### src/flash_regs_pkg.sv
/*
  Constants shared by the flash protection and command register block.
  Assumes nothing beyond a SystemVerilog compiler.
*/
package flash_regs_pkg;
  // Register indices; the byte address is four times the index.
  localparam logic [9:0] IDX_STATUS = 10'h106;
  localparam logic [9:0] IDX_COB_INDEX = 10'h102;
  localparam logic [9:0] IDX_DF_PROTECT = 10'h109;
  localparam logic [9:0] IDX_COB_HIGH = 10'h10a;
  localparam logic [9:0] IDX_COB_LOW = 10'h10b;
  localparam logic [9:0] IDX_TEST_RSV1 = 10'h10c;
  localparam logic [9:0] IDX_TEST_RSV2 = 10'h10d;
  localparam logic [9:0] IDX_TEST_RSV3 = 10'h10e;
  localparam logic [9:0] IDX_TEST_RSV4 = 10'h10f;
  localparam logic [9:0] IDX_OPTION = 10'h110;
  localparam logic [9:0] IDX_TEST_RSV5 = 10'h111;
  localparam int ADDR_LSB = 2;
  // Field positions.
  localparam int PROT_OPEN_BIT = 7;
  localparam int PROT_SIZE_MSB = 3;
  localparam int STAT_COMPLETE_BIT = 7;
  localparam int STAT_VIOL_BIT = 4;
  localparam int CMD_ADDR_HI_MSB = 1;
  // Fault fill values and the used bit mask of the protection register.
  localparam logic [7:0] PROT_FAULT_VALUE = 8'h0f;
  localparam logic [7:0] OPTION_FAULT_VALUE = 8'hff;
  localparam logic [7:0] PROT_USED_MASK = 8'h8f;
  // Command object layout.
  localparam int COB_WORDS = 6;
  localparam logic [2:0] COB_CMD_ADDR = 3'h0;
  localparam logic [2:0] COB_ADDR_LO = 3'h1;
  localparam logic [2:0] COB_DATA0 = 3'h2;
  // D-flash window and commands that alter it.
  localparam logic [17:0] DFLASH_BASE = 18'h04400;
  localparam logic [17:0] DFLASH_END = 18'h053ff;
  localparam int DF_STEP_SHIFT = 8;
  localparam logic [7:0] CMD_ERASE_BLOCK = 8'h09;
  localparam logic [7:0] CMD_PROGRAM_DF = 8'h11;
  localparam logic [7:0] CMD_ERASE_DF_SECTOR = 8'h12;
endpackage : flash_regs_pkg

### src/flash_protect_command_regs.sv
/*
  APB register slice of an embedded flash controller: D-flash protection,
  indexed command object, command launch and completion, option byte and
  reserved test registers.
  Assumes the configuration bytes and their fault flags are stable at the
  release of presetn, and a command engine that answers with cmd_done.
*/
`timescale 1ns/1ps
module flash_protect_command_regs
  import flash_regs_pkg::*;
#(
  parameter int APB_AW = 12
) (
  input wire logic pclk,
  input wire logic presetn,
  input wire logic pce,
  input wire logic psel,
  input wire logic penable,
  input wire logic pwrite,
  input wire logic [APB_AW-1:0] paddr,
  input wire logic [31:0] pwdata,
  input wire logic [3:0] pstrb,
  output logic [31:0] prdata,
  output logic pready,
  output logic pslverr,
  input wire logic [7:0] cfg_protect_byte,
  input wire logic cfg_protect_fault,
  input wire logic [7:0] cfg_option_byte,
  input wire logic cfg_option_fault,
  input wire logic cmd_done,
  input wire logic result_we,
  input wire logic [2:0] result_index,
  input wire logic [15:0] result_data,
  output logic cmd_start,
  output logic [7:0] command_code,
  output logic [17:0] cmd_address,
  output logic [63:0] cmd_data,
  output logic command_complete_flag
);
  import flash_regs_pkg::*;

  ////////////////////////////////////////////////////////////////////////
  // State.
  logic loaded_q;
  logic dflash_protect_open_q;
  logic [PROT_SIZE_MSB:0] dflash_protect_size_q;
  logic [7:0] option_bits_q;
  logic [2:0] command_object_index_q;
  logic [15:0] command_object_array [0:COB_WORDS-1];
  logic command_complete_flag_q;
  logic protect_violation_flag_q;
  logic pready_q;
  logic pslverr_q;
  logic [31:0] prdata_q;
  logic cmd_start_q;
  logic [7:0] command_code_q;
  logic [17:0] cmd_address_q;
  logic [63:0] cmd_data_q;

  // True when the address lies in the protected D-flash range.
  function automatic logic df_protected(input logic open,
                                        input logic [3:0] size,
                                        input logic [17:0] addr);
    logic [17:0] top;
    top = DFLASH_BASE + ((18'(size) + 18'h1) << DF_STEP_SHIFT) - 18'h1;
    df_protected = !open && addr >= DFLASH_BASE && addr <= top;
  endfunction : df_protected

  ////////////////////////////////////////////////////////////////////////
  // Bus decode.
  wire [9:0] reg_idx = paddr[ADDR_LSB +: 10];
  wire setup = psel && !penable && !pready_q;
  wire access = psel && penable && pready_q;
  wire wr_en = access && pwrite && !pslverr_q && pstrb[0];
  wire [7:0] wbyte = pwdata[7:0];
  wire idx_hit = (reg_idx == IDX_STATUS) || (reg_idx == IDX_COB_INDEX) ||
                 (reg_idx == IDX_DF_PROTECT) || (reg_idx == IDX_COB_HIGH) ||
                 (reg_idx == IDX_COB_LOW) || (reg_idx == IDX_TEST_RSV1) ||
                 (reg_idx == IDX_TEST_RSV2) || (reg_idx == IDX_TEST_RSV3) ||
                 (reg_idx == IDX_TEST_RSV4) || (reg_idx == IDX_OPTION) ||
                 (reg_idx == IDX_TEST_RSV5);
  wire aligned = (paddr[ADDR_LSB-1:0] == '0) &&
                 ((paddr >> (ADDR_LSB + 10)) == '0);
  wire addr_ok = idx_hit && aligned;

  wire wr_status = wr_en && reg_idx == IDX_STATUS;
  wire wr_prot = wr_en && reg_idx == IDX_DF_PROTECT;
  wire wr_index = wr_en && reg_idx == IDX_COB_INDEX &&
                  command_complete_flag_q;
  wire cob_valid = command_object_index_q < 3'(COB_WORDS);
  wire cob_wr_ok = command_complete_flag_q && cob_valid;
  wire wr_hi = wr_en && reg_idx == IDX_COB_HIGH && cob_wr_ok;
  wire wr_lo = wr_en && reg_idx == IDX_COB_LOW && cob_wr_ok;
  wire [15:0] cob_word = cob_valid ?
                         command_object_array[command_object_index_q] :
                         16'h0000;

  ////////////////////////////////////////////////////////////////////////
  // Protection register update: only stronger settings land.
  wire new_open = dflash_protect_open_q & wbyte[PROT_OPEN_BIT];
  wire size_up = wbyte[PROT_SIZE_MSB:0] > dflash_protect_size_q;
  wire [3:0] new_size = size_up ? wbyte[PROT_SIZE_MSB:0] :
                        dflash_protect_size_q;

  ////////////////////////////////////////////////////////////////////////
  // Launch and protection check.
  wire [7:0] obj_code = command_object_array[COB_CMD_ADDR][15:8];
  wire [17:0] obj_addr = {command_object_array[COB_CMD_ADDR]
                          [CMD_ADDR_HI_MSB:0],
                          command_object_array[COB_ADDR_LO]};
  wire launch_req = wr_status && wbyte[STAT_COMPLETE_BIT] &&
                    command_complete_flag_q;
  wire in_dflash = obj_addr >= DFLASH_BASE && obj_addr <= DFLASH_END;
  wire any_prot = !dflash_protect_open_q;
  wire alters = obj_code == CMD_PROGRAM_DF ||
                obj_code == CMD_ERASE_DF_SECTOR;
  wire hit_prot = alters && df_protected(dflash_protect_open_q,
                                         dflash_protect_size_q,
                                         obj_addr);
  wire block_prot = obj_code == CMD_ERASE_BLOCK && in_dflash &&
                    any_prot;
  wire violate = launch_req && (hit_prot || block_prot);
  wire launch = launch_req && !violate;
  wire viol_clr = wr_status && wbyte[STAT_VIOL_BIT];

  ////////////////////////////////////////////////////////////////////////
  // Read mux.
  logic [7:0] rbyte;
  always_comb begin
    case (reg_idx)
      IDX_STATUS: begin
        rbyte = 8'h00;
        rbyte[STAT_COMPLETE_BIT] = command_complete_flag_q;
        rbyte[STAT_VIOL_BIT] = protect_violation_flag_q;
      end
      IDX_COB_INDEX: rbyte = {5'h00, command_object_index_q};
      IDX_DF_PROTECT: rbyte = {dflash_protect_open_q, 3'h0,
                               dflash_protect_size_q};
      IDX_COB_HIGH: rbyte = cob_word[15:8];
      IDX_COB_LOW: rbyte = cob_word[7:0];
      IDX_OPTION: rbyte = option_bits_q;
      default: rbyte = 8'h00;
    endcase
  end

  ////////////////////////////////////////////////////////////////////////
  // Bus handshake: no wait state; pready is registered from the setup cycle, so every answer comes from a flop.
  always_ff @(posedge pclk or negedge presetn) begin
    if (!presetn) begin
      pready_q <= 1'b0;
      pslverr_q <= 1'b0;
      prdata_q <= 32'h0000_0000;
    end else if (pce) begin
      pready_q <= setup;
      pslverr_q <= setup && !addr_ok;
      if (setup) begin
        prdata_q <= (addr_ok && !pwrite) ? {24'h000000, rbyte} : 32'h0;
      end
    end
  end

  ////////////////////////////////////////////////////////////////////////
  // Configuration load on the first enabled edge after reset release.
  always_ff @(posedge pclk or negedge presetn) begin
    if (!presetn) begin
      loaded_q <= 1'b0;
      dflash_protect_open_q <= 1'b0;
      dflash_protect_size_q <= 4'hf;
      option_bits_q <= 8'hff;
    end else if (pce) begin
      if (!loaded_q) begin
        loaded_q <= 1'b1;
        if (cfg_protect_fault) begin
          dflash_protect_open_q <= PROT_FAULT_VALUE[PROT_OPEN_BIT];
          dflash_protect_size_q <= PROT_FAULT_VALUE[3:0];
        end else begin
          dflash_protect_open_q <= cfg_protect_byte[PROT_OPEN_BIT];
          dflash_protect_size_q <= cfg_protect_byte[3:0];
        end
        option_bits_q <= cfg_option_fault ? OPTION_FAULT_VALUE :
                         cfg_option_byte;
      end else if (wr_prot) begin
        dflash_protect_open_q <= new_open;
        dflash_protect_size_q <= new_size;
      end
    end
  end

  ////////////////////////////////////////////////////////////////////////
  // Command object, completion flag and violation flag.
  always_ff @(posedge pclk or negedge presetn) begin
    if (!presetn) begin
      for (int i = 0; i < COB_WORDS; i++) begin
        command_object_array[i] <= 16'h0000;
      end
      command_object_index_q <= 3'h0;
      command_complete_flag_q <= 1'b1;
      protect_violation_flag_q <= 1'b0;
    end else if (pce) begin
      if (wr_index) begin
        command_object_index_q <= wbyte[2:0];
      end
      if (wr_hi) begin
        command_object_array[command_object_index_q][15:8] <= wbyte;
      end
      if (wr_lo) begin
        command_object_array[command_object_index_q][7:0] <= wbyte;
      end
      if (!command_complete_flag_q && result_we &&
          result_index < 3'(COB_WORDS)) begin
        command_object_array[result_index] <= result_data;
      end
      if (launch) begin
        command_complete_flag_q <= 1'b0;
      end else if (!command_complete_flag_q && cmd_done) begin
        command_complete_flag_q <= 1'b1;
      end
      if (violate) begin
        protect_violation_flag_q <= 1'b1;
      end else if (viol_clr) begin
        protect_violation_flag_q <= 1'b0;
      end
    end
  end

  ////////////////////////////////////////////////////////////////////////
  // Parameters handed to the command engine at launch.
  always_ff @(posedge pclk or negedge presetn) begin
    if (!presetn) begin
      cmd_start_q <= 1'b0;
      command_code_q <= 8'h00;
      cmd_address_q <= 18'h00000;
      cmd_data_q <= 64'h0;
    end else if (pce) begin
      cmd_start_q <= launch;
      if (launch) begin
        command_code_q <= obj_code;
        cmd_address_q <= obj_addr;
        cmd_data_q <= {command_object_array[COB_DATA0 + 3'h3],
                       command_object_array[COB_DATA0 + 3'h2],
                       command_object_array[COB_DATA0 + 3'h1],
                       command_object_array[COB_DATA0]};
      end
    end
  end

  assign prdata = prdata_q;
  assign pready = pready_q;
  assign pslverr = pslverr_q;
  assign cmd_start = cmd_start_q;
  assign command_code = command_code_q;
  assign cmd_address = cmd_address_q;
  assign cmd_data = cmd_data_q;
  assign command_complete_flag = command_complete_flag_q;
endmodule : flash_protect_command_regs

### config.mk
export PLATFORM = sky130hd
export DESIGN_NAME = flash_protect_command_regs
export DESIGN_NICKNAME = d
export VERILOG_FILES = /design/src/flash_regs_pkg.sv /design/src/flash_protect_command_regs.sv
export SDC_FILE = /design/constraint.sdc
export NUM_CORES = 1
export LEC_CHECK = 0
export BUFFER_PORTS_ARGS = -buffer_cell sky130_fd_sc_hd__buf_2
export CORE_MARGIN = 2
export CORE_UTILIZATION = 35
export DETAILED_ROUTE_END_ITERATION = 12
export HOLD_SLACK_MARGIN = 0.15
export MAX_ROUTING_LAYER = met4
export PLACE_DENSITY = 0.55
export SETUP_SLACK_MARGIN = 0.4
export SYNTH_ARGS = -nofsm -noshare
export SYNTH_HDL_FRONTEND = slang
export SYNTH_SLANG_ARGS = --single-unit
### constraint.sdc
create_clock -name pclk -period 3.4 [get_ports pclk]
set_input_delay 0.51 -clock pclk [delete_from_list [all_inputs] [get_ports pclk]]
set_output_delay 0.51 -clock pclk [all_outputs]
set_load 0.05 [all_outputs]
==> flow_summary.json <==
{
  "status": "completed",
  "grt_pass1_wl_um": 67800,
  "antenna_found_initial": 2,
  "timing.rr.end": "command_code[4]",
  "drc": 0,
  "yosys_warnings": 0,
  "synth_top_cells_by_area": "dfrtp_1, o2bb2ai_1, a31o_1",
  "worst_slew_pin_slew_ps": 930,
  "ctsRootBufferMaster": "clkbuf_16",
  "top_usage_layer": "met2",
  "synthFlopType": "dfrtp_1",
  "synth_top_cell_area_share_pct": 42.7,
  "setup.worst_path.start_class": "flip-flop",
  "final_cell_count_no_fill": 1762,
  "clkLatencyLatePin_ps": 550,
  "cellLeakagePower_nw": 5.45,
  "grt_overflow": 0,
  "use_met2_pct": 37.2,
  "vias_per_cell": 6.14,
  "postSynthAreaPerCell_um2": 10.3,
  "wl_per_cell_um": 26.2,
  "worstSetupEndpoint": "command_code[4]",
  "initial_core_util_pct": 35.5,
  "syn2layout_area_growth_pct": 19.8,
  "grt_pass1_vias": 10400,
  "critPathLaunch": "dflash_protect_size_q[1]",
  "dp.cells": 1701,
  "clk_pin_slew_ps": 60,
  "timing_worst_setup_path_type": "reg -> reg",
  "path_max_fanout": 22,
  "cts_buffer_depth": 3,
  "grtUsageMet3_pct": 4.86,
  "synth_area_um2": 11900,
  "ios": 219,
  "finalHoldViolCount": 0,
  "setup_ws_ps": 99.4,
  "rows": 67,
  "arrival_ps": 3720,
  "cts_max_level": 1,
  "ys_ff_latch": 216,
  "p_per_area_nw_per_um2": 434,
  "setup_viol": 0,
  "ant_nets": 0,
  "chipHeight_um": 188,
  "worstHoldPathCells": 3,
  "ir_drop_v": 0.000354,
  "firstDrtPassIters": 5,
  "cts_buffers": 26,
  "drt-total-wl_um": 46200,
  "groute.usage.overall_pct": 25.9,
  "fmax_ghz": 0.303,
  "async_flop_share_pct": 100,
  "switching_share_pct": 27.7,
  "cp-end-kind": "flip-flop",
  "core_um2": 33500,
  "rsz0062_at_grt": "yes",
  "skew_ps": 16.8,
  "dieWidth_um": 188,
  "cts_sinks": 216,
  "drv_slew": 0,
  "period_needed_ps": 3300,
  "layout_commonest_cell": "dfrtp_1",
  "drive_gt1_share_pct": 23.6,
  "gp_congestion": 0.934,
  "syn_inst": 1154,
  "grt_max_degree": 88,
  "max-cap-violations": 0,
  "first_iter_violations": 1106,
  "die-area_um2": 35500,
  "ys_types": 75,
  "relSlewSlack_pct": 37.4,
  "comb_power_share_pct": 10.0,
  "r2r-start": "dflash_protect_size_q[1]",
  "final_nets": 1396,
  "p_clk_share_pct": 44.0,
  "r2r_slack_ps": 100,
  "internal_power_mw": 4.48,
  "ys_seq_area_share_pct": 45.5,
  "layout_common_cells": "dfrtp_1, buf_2, nand3_1",
  "hp-class": "in -> reg",
  "p_seq_share_pct": 46.1,
  "post-route-period-util_pct": 97.1,
  "vias": 10800,
  "met1_usage_pct": 36.3,
  "cts_tree": "done",
  "synth_edf_count": 0,
  "r2r_cells": 12,
  "io_buffers": 164,
  "switchingPower_mw": 1.72,
  "yosysTopAreaCell": "dfrtp_1",
  "dp_hpwl_um": 30200,
  "required_ps": 3820,
  "place_ws_ps": 105
}
==> Yosys cell counts (all sizes together) (4+ instances only) <==
cell	instances
a2111oi	5
a211oi	6
a21boi	5
a21oi	24
a221oi	4
a22oi	18
a2bb2oi	68
a31o	83
a32oi	7
and3	4
buf	67
clkbuf	65
dfrtp	203
dfstp	13
ha	11
inv	24
mux2	11
mux2i	28
nand2	44
nand2b	7
nand3	97
nand4	17
nor2	26
nor2b	5
nor4	11
nor4b	4
o21a	25
o21ai	38
o221ai	6
o22a	24
o22ai	66
o2bb2ai	83
==> power by group through the flow <==
stage | combinational [mW] | sequential, mW | clock, mW
finish | 0.617 | 2.85 | 2.73
global route | 0.658 | 2.86 | 2.88
CTS | 0.582 | 2.85 | 2.78
detailed placement | 0.576 | 2.90 | 0
global placement | 0.571 | 2.89 | 0
floorplan | 0.350 | 2.80 | 0
==> cell type report <==
| type | count | area, um2 |
|---|---|---|
| Fill cell | 3345 | 19300 |
| Multi-Input combinational cell | 805 | 5900 |
| Inverter | 24 | 90.1 |
| Clock inverter | 7 | 71.3 |
| Sequential cell | 216 | 5420 |
| Clock buffer | 41 | 757 |
| Antenna cell | 2 | 5.00 |
| Timing Repair Buffer | 219 | 1450 |
| Tap cell | 448 | 561 |
==> layer usage <==
layer  part of all wire [%]  vias up  wire (um)
met5                      0        -          0
met4                    3.8        0       1750
met3                    8.5       99       3950
met2                     44      543      20200
met1                     44     5359      20300
li1                       -     4816          -
==> stage by stage <==
step           hold slack (ps)  util (%)  TNS, ps  instance area [um2]  power [mW]
2_1_floorplan              214         -        0                12100        3.15
3_3_place_gp               462      39.3        0                13200        3.47
3_5_place_dp               465      39.3        0                13200        3.47
4_1_cts                    213      42.3        0                14200        6.21
5_1_grt                    235      42.5     -160                14300        6.40
6_report                   220      42.5        0                14300        6.20
==> how the worst min path moves through the flow <==
stage / start / end / slack [ps]
floorplan: presetn / cmd_address[0] / 210
global placement: prdata[0] / prdata[0] / 460
detailed placement: prdata[0] / prdata[0] / 460
CTS: cfg_protect_byte[7] / dflash_protect_open_q / 210
global route: cfg_protect_byte[7] / dflash_protect_open_q / 230
finish: cfg_option_byte[4] / option_bits_q[4] / 220
==> critical path, cell delays in order (launching register included) <==
cell and delay, ps:
dfstp_2 570, ha_4 230, o31ai_4 220, o221ai_2 120, xnor2_1 330, ha_1 210, nand4_1 70, or4_1 470
o2111a_2 170, nand3b_1 200, buf_12 190, buf_16 180, a31o_1 220
==> cells by family after synthesis <==
group	Yosys count	share of synthesized area, %
AO/OA/AOI/OAI	481	31.6
XOR/XNOR	4	0.294
adder cells (fa/ha/maj)	11	1.16
buffers and inverters	156	6.13
flip-flops	216	45.5
multiplexers	41	3.77
other	2	0.0631
AND/OR/NAND/NOR	243	11.5
==> sequential cells by signal (all words and copies together) (netlist names) <==
signal,cells
dflash_protect_size_q,4
cmd_address,18
command_object_array,96
command_complete_flag,1
dflash_protect_open_q,1
prdata,8
cmd_data,64
command_object_index_q,3
cmd_start,1
loaded_q,1
pready,1
pslverr,1
protect_violation_flag_q,1
command_code,8
option_bits_q,8
==> timing repair <==
item | in CTS | in global routing
resized for setup | 8 | 9
hold buffers | 1 | 0
pin swaps | 3 | 3
cloned | 4 | 2
hold endpoints to repair | 75 | 0
endpoints found under the setup margin | 89 | 93
buffers inserted | 4 | 0
Note: power is estimated with default switching activity, not from simulation.
